`src/common/lin_cmd_pkg.sv`:
```
// Frame layout constants for the OTP write and sleep command decoder.
package lin_cmd_pkg;
  localparam logic [7:0] OTP_ID = 8'he7;
  localparam logic [7:0] SLEEP_ID = 8'h3c;
  localparam logic [7:0] FILL_BYTE = 8'hff;
  localparam logic [7:0] SLEEP_FIRST = 8'h00;
  localparam logic [1:0] ADDR_TOP = 2'h3;
  localparam logic [3:0] PTR_TOP = 4'hf;
  localparam int ADDR_MSB = 5;
  localparam int PTR_MSB = 3;
  localparam logic [3:0] OTP_LEN = 4'h4;
  localparam logic [3:0] SLEEP_LEN = 4'h8;
  localparam logic [3:0] IDX_B1 = 4'h1;
  localparam logic [3:0] IDX_B2 = 4'h2;
  localparam logic [3:0] IDX_B3 = 4'h3;
  localparam logic [3:0] IDX_B4 = 4'h4;
  typedef enum logic [1:0] {ST_IDLE, ST_DATA, ST_CHK} dec_state_e;
endpackage : lin_cmd_pkg

```
`src/hw/lin_checksum.sv`:
```
// Classic LIN checksum accumulator with carry wrap-around.
module lin_checksum (
  input wire logic clk_i,
  input wire logic reset_n_i,
  input wire logic clear_i,
  input wire logic add_i,
  input wire logic [7:0] byte_i,
  output logic [7:0] sum_o
);
  logic [7:0] sum_q;
  logic [8:0] wide;

  assign wide = {1'b0, sum_q} + {1'b0, byte_i};

  always_ff @(posedge clk_i) begin
    if (!reset_n_i || clear_i) begin
      sum_q <= 8'h00;
    end else if (add_i) begin
      sum_q <= wide[7:0] + {7'h00, wide[8]};
    end
  end

  assign sum_o = sum_q;
endmodule // lin_checksum

```
`src/hw/lin_otp_write_and_sleep_decoder.sv`:
```
// Decoder for the OTP byte write frame and the sleep master request frame.
// How it works
// A valid OTP frame writes its fourth data byte into one OTP byte.
// The 4-bit pointer in data byte 3 selects the written OTP byte.
// OTP frame: id e7, byte1 11+address, byte2 ff, byte3 1111+pointer.
// Sleep frame: id 3c, first byte 00, seven more bytes ff.
// A valid sleep frame sends the device into sleep mode.
// The bus master issues the sleep frame to sleep all slaves.
// OTP frames with foreign address or bad checksum are ignored.
module lin_otp_write_and_sleep_decoder
(
  input wire logic clk_i,
  input wire logic reset_n_i,
  input wire logic frame_start_i,
  input wire logic [7:0] frame_id_i,
  input wire logic byte_valid_i,
  input wire logic [7:0] byte_i,
  input wire logic [lin_cmd_pkg::ADDR_MSB:0] node_addr_i,
  input wire logic wake_i,
  output logic otp_write_o,
  output logic [lin_cmd_pkg::PTR_MSB:0] otp_addr_o,
  output logic [7:0] otp_data_o,
  output logic sleep_o,
  output logic frame_error_o
);
  import lin_cmd_pkg::*;

  // Decoder state.
  dec_state_e state_q;
  logic is_sleep_q;
  logic match_q;
  logic [3:0] idx_q;
  logic [PTR_MSB:0] ptr_q;
  logic [7:0] data_q;

  // Header, field and byte decoding.
  logic [3:0] len;
  logic [7:0] sum;
  logic byte_ok;
  logic chk_ok;
  logic take;
  logic done;
  logic id_otp;
  logic id_sleep;
  logic id_known;
  logic [1:0] b1_top;
  logic [ADDR_MSB:0] b1_addr;
  logic [3:0] b3_top;
  logic [PTR_MSB:0] b3_ptr;
  logic otp_b1_ok;
  logic fill_ok;
  logic otp_b3_ok;
  logic sleep_b1_ok;
  logic last_data;
  logic sum_add;

  // Frame verdicts.
  logic frame_ok;
  logic otp_ok;
  logic sleep_ok;

  assign len = is_sleep_q ? SLEEP_LEN : OTP_LEN;
  assign take = byte_valid_i && (state_q != ST_IDLE);
  assign chk_ok = (byte_i == ~sum);
  assign done = byte_valid_i && (state_q == ST_CHK);

  // Header and field decoding.
  assign id_otp = (frame_id_i == OTP_ID);
  assign id_sleep = (frame_id_i == SLEEP_ID);
  assign id_known = id_otp || id_sleep;
  assign b1_top = byte_i[7:ADDR_MSB + 1];
  assign b1_addr = byte_i[ADDR_MSB:0];
  assign b3_top = byte_i[7:PTR_MSB + 1];
  assign b3_ptr = byte_i[PTR_MSB:0];
  assign otp_b1_ok = (b1_top == ADDR_TOP) && (b1_addr == node_addr_i);
  assign fill_ok = (byte_i == FILL_BYTE);
  assign otp_b3_ok = (b3_top == PTR_TOP);
  assign sleep_b1_ok = (byte_i == SLEEP_FIRST);
  assign last_data = (idx_q == len);
  assign sum_add = take && (state_q == ST_DATA);

  // Frame verdicts.
  assign frame_ok = done && match_q && chk_ok;
  assign otp_ok = frame_ok && !is_sleep_q;
  assign sleep_ok = frame_ok && is_sleep_q;

  lin_checksum u_sum (
    .clk_i(clk_i),
    .reset_n_i(reset_n_i),
    .clear_i(frame_start_i),
    .add_i(sum_add),
    .byte_i(byte_i),
    .sum_o(sum)
  );

  // Checks each data byte against the expected frame pattern.
  always_comb begin
    byte_ok = 1'b1;
    if (is_sleep_q) begin
      byte_ok = (idx_q == IDX_B1) ? sleep_b1_ok : fill_ok;
    end else begin
      case (idx_q)
        IDX_B1: byte_ok = otp_b1_ok;
        IDX_B2: byte_ok = fill_ok;
        IDX_B3: byte_ok = otp_b3_ok;
        default: byte_ok = 1'b1;
      endcase
    end
  end

  // Frame type, latched from the header.
  always_ff @(posedge clk_i) begin
    if (!reset_n_i) begin
      is_sleep_q <= 1'b0;
    end else if (frame_start_i) begin
      is_sleep_q <= id_sleep;
    end
  end

  // Data byte index, restarted by every header.
  always_ff @(posedge clk_i) begin
    if (!reset_n_i) begin
      idx_q <= 4'h0;
    end else if (frame_start_i) begin
      idx_q <= IDX_B1;
    end else if (sum_add) begin
      idx_q <= idx_q + 4'h1;
    end
  end

  // Frame sequencing.
  always_ff @(posedge clk_i) begin
    if (!reset_n_i) begin
      state_q <= ST_IDLE;
    end else if (frame_start_i) begin
      state_q <= id_known ? ST_DATA : ST_IDLE;
    end else if (take) begin
      case (state_q)
        ST_DATA: begin
          if (last_data) begin
            state_q <= ST_CHK;
          end
        end
        ST_CHK: state_q <= ST_IDLE;
        default: state_q <= ST_IDLE;
      endcase
    end
  end

  // Running pattern match over the data bytes.
  always_ff @(posedge clk_i) begin
    if (!reset_n_i) begin
      match_q <= 1'b0;
    end else if (frame_start_i) begin
      match_q <= 1'b1;
    end else if (sum_add) begin
      match_q <= match_q && byte_ok;
    end
  end

  // OTP byte pointer from data byte 3.
  always_ff @(posedge clk_i) begin
    if (!reset_n_i) begin
      ptr_q <= '0;
    end else if (sum_add && !is_sleep_q && idx_q == IDX_B3) begin
      ptr_q <= b3_ptr;
    end
  end

  // OTP byte content from data byte 4.
  always_ff @(posedge clk_i) begin
    if (!reset_n_i) begin
      data_q <= 8'h00;
    end else if (sum_add && !is_sleep_q && idx_q == IDX_B4) begin
      data_q <= byte_i;
    end
  end

  // OTP write strobe, one cycle per valid OTP frame.
  always_ff @(posedge clk_i) begin
    if (!reset_n_i) begin
      otp_write_o <= 1'b0;
    end else begin
      otp_write_o <= otp_ok;
    end
  end

  // OTP address, held until the next accepted OTP frame.
  always_ff @(posedge clk_i) begin
    if (!reset_n_i) begin
      otp_addr_o <= '0;
    end else if (otp_ok) begin
      otp_addr_o <= ptr_q;
    end
  end

  // OTP content, held until the next accepted OTP frame.
  always_ff @(posedge clk_i) begin
    if (!reset_n_i) begin
      otp_data_o <= 8'h00;
    end else if (otp_ok) begin
      otp_data_o <= data_q;
    end
  end

  // Sleep mode level, left on wake.
  always_ff @(posedge clk_i) begin
    if (!reset_n_i) begin
      sleep_o <= 1'b0;
    end else if (sleep_ok) begin
      sleep_o <= 1'b1;
    end else if (wake_i) begin
      sleep_o <= 1'b0;
    end
  end

  // Pulses when a decoded frame is rejected.
  always_ff @(posedge clk_i) begin
    if (!reset_n_i) begin
      frame_error_o <= 1'b0;
    end else begin
      frame_error_o <= done && !frame_ok;
    end
  end
endmodule // lin_otp_write_and_sleep_decoder

```
`config.mk`:
```
export PLATFORM = sky130hd
export DESIGN_NAME = lin_otp_write_and_sleep_decoder
export DESIGN_NICKNAME = d
export VERILOG_FILES = /design/src/common/lin_cmd_pkg.sv /design/src/hw/lin_checksum.sv /design/src/hw/lin_otp_write_and_sleep_decoder.sv
export SDC_FILE = /design/constraint.sdc
export NUM_CORES = 1
export LEC_CHECK = 0
export BUFFER_PORTS_ARGS = -buffer_cell sky130_fd_sc_hd__buf_2
export CAP_MARGIN = 15
export CORE_UTILIZATION = 55
export CTS_CLUSTER_DIAMETER = 50
export DETAILED_ROUTE_END_ITERATION = 8
export GPL_ROUTABILITY_DRIVEN = 0
export GPL_TIMING_DRIVEN = 0
export PLACE_DENSITY = 0.87
export SYNTH_ARGS = -nofsm -noshare
export SYNTH_HDL_FRONTEND = slang
export SYNTH_SLANG_ARGS = --single-unit
```
`constraint.sdc`:
```
create_clock -name clk_i -period 3.6 [get_ports clk_i]
set_input_delay 0.54 -clock clk_i [delete_from_list [all_inputs] [get_ports clk_i]]
set_output_delay 0.54 -clock clk_i [all_outputs]
set_load 0.02 [all_outputs]
```
==> out/metrics.yaml <==
grt:
  grt_pass1_wl_um: 8066
  grt_usage_pct: 23.07
  grt_use_met1_pct: 28.31
  gr-total-overflow: 0
  met2_usage_pct: 38.47
  grt_max_degree: 14
  grt_antenna_before_repair: 0
  met3_usage_pct: 5.592
  grt_pass1_vias: 1807
  busiest_layer: "met2"
yosys:
  yosys_warnings: 0
  ys.flop_type: "dfxtp_1"
  synth-edff-count: 0
  synth_mux_area_share_pct: 11.03
  seq_area_frac_synth_pct: 34.96
  synth_area_per_cell_um2: 9.471
  syn-num-nets: 302
  synthSimpleGateAreaFrac_pct: 24.03
  synth_compound_area_share_pct: 11.84
  ys_types: 53
  synth_area_um2: 2462
  synthCells: 260
  async_flop_share_pct: 0
  synth_xor_area_share_pct: 6.707
  synth_top_family_by_area: "simple AND/OR/NAND/NOR gates"
  ys_ff_latch: 43
  synth_adder_area_share_pct: 7.927
clocking:
  ctsResizeCount: 0
  clk_latency_ps: 300
  clockRootBuffer: "clkbuf_8"
  h-tree-depth: 2
  clkSinkCount: 43
  clockBufferDepth: 2
  cts_buffers: 5
  clkTransAtPathRegs_ps: 80
  cts_hold_buf: 0
  cts_tree: "done"
  post-cts-setup-buffer-count: 0
worst_setup_path:
  crit_path_end_kind: "flop"
  reg2reg_slack_ps: 640
  start_kind: "input port"
  critPathRequiredTime_ps: 3830
  crit_fanout: 6
  path_class: "in -> reg"
  regToRegStartpoint: "u_sum.sum_o[0]"
  critical_path.startpoint: "byte_i[0]"
  cp_data_arrival_time_ps: 3310
run:
  cap_violations: 0
layout:
  final_common_cell: "buf_2"
  antenna_cells: 0
  area_growth_pct: 14.33
  num-nets-final: 350
  num-fill-cells: 331
  fin_cells: 359
  mostFrequentLayoutCells: "buf_2, dfxtp_1, nor2b_1, mux2i_1"
  drive_above_1_share_pct: 19.42
  multi_input_area_um2: 1515
  seqCellArea_um2: 860.8
floorplan:
  core-area_um2: 4144
  die_w_um: 68.91
  dieArea_um2: 4749
  io_pins: 42
  initial_core_util_pct: 59.42
  die_y_um: 68.91
  row_count: 23
routing:
  drc_errors: 0
  drt_wl_total_um: 5136
  vias: 2058
  avgRoutedWirePerCell_um: 14.31
  dr.pass1.iters: 4
  drt_iter0_markers: 107
  ant_nets: 0
  viasPerCell: 5.733
sta:
  min_period_over_period_pct: 85.69
  fmax_ghz: 0.3242
  skew_ps: 6.942
  grt_setup_unrepaired: "false"
  min_period_ps: 3085
  hold_viol_final: 0
  slew_viol_final: 0
  slew_headroom_pct: 72.46
  setup_viol: 0
  tns_ps: 0
  tightest_slew_ps: 408.0
power:
  irDropWorstVdd_mv: 0.1981
  pwr_density_cell_nw_per_um2: 308.5
  p_leak_nw: 1.200
outcome:
  status: "complete, no violations"
worst_hold_path:
  min_from: "u_sum.sum_o[7]"
  hp-class: "reg -> reg"
place:
  numPortBuffers: 41
  dp.cells: 351
  dp_hpwl_um: 3898
## cell families (layout without fill, tap and decap cells)
logic type	Yosys count	count (layout)
AND/OR/NAND/NOR	96	96
multiplexers	27	27
AO/OA/AOI/OAI	42	42
XOR/XNOR	18	18
buffers and inverters	19	68
flip-flops	43	43
adder cells (fa/ha/maj)	15	15
## where the power goes
part | switching (mW) | internal [mW]
Sequential | 0.00128 | 0.477
Clock | 0.169 | 0.136
Combinational | 0.0476 | 0.0378
## area by class of cell
cell class / count / area share, %
buffer: 10 / 1.867
clock buffer: 6 / 2.578
clock inverter: 2 / 0.4444
inverter: 9 / 1.200
multi-input combinational: 198 / 53.82
sequential: 43 / 30.58
tap: 50 / 2.222
timing repair buffer: 41 / 7.289
## stage by stage
stage                     setup slack, ps  power (mW)  util [%]  cell area [um2]  hold slack (ps)
final                               515.1      0.8685     67.93             2815            504.9
after global placement              312.8      0.5713     65.88             2730            463.3
after global routing                307.3      0.9045     67.93             2815            526.5
after CTS                           534.2      0.8688     67.93             2815            504.1
after detailed placement            231.5      0.5737     65.88             2730            493.1
after floorplan                     845.7      0.5367         -             2462            451.3
## critical path: stages
cell       delay, ps
buf_2            190
ha_1             210
inv_1             60
fa_1             370
nand2b_1         230
o2bb2ai_1        220
o21ai_0          210
ha_1             210
nor2b_1          210
o2111ai_1        130
a21oi_1          230
nand4_2          140
xor2_1           190
o22ai_1          170
## cells in the mapped netlist (4+ instances only)
library cell  instances  area, um2
nor2b_1              29      181.4
a211oi_1              4      30.03
nand4_1               7      43.79
xor2_1                8      70.07
nor2_1               14      52.55
dfxtp_1              43      860.8
nand3_1               4      20.02
mux2i_1              26      260.3
ha_1                 14      175.2
nand2_1              11      41.29
o21ai_0               4      20.02
clkbuf_1              4      15.01
nand2b_1              5      31.28
inv_1                 9      33.78
a21oi_1              11      55.05
xnor2_1               9      78.83
nor3b_1               5      37.54
## sequential cells by signal, summed over array words and instances (netlist names), 2 cells and up
signal	count
data_q	8
otp_data_o	8
u_sum.sum_o	8
idx_q	4
otp_addr_o	4
ptr_q	4
state_q	2
## worst paths after layout
path / to / cells after the start
worst max-delay path: u_sum.sum_o[7] / 14
worst min-delay path: u_sum.sum_o[7] / 2
worst max register to register: u_sum.sum_o[7] / 13
worst min register to register: u_sum.sum_o[7] / 2
## metal layers
| layer | wire (um) | share of wire, % |
|---|---|---|
| met5 | 0 | 0 |
| met4 | 112 | 2.2 |
| met2 | 2382 | 46 |
| met1 | 2325 | 45 |
| met3 | 315 | 6.1 |
Note: power is estimated with default switching activity, not from simulation.
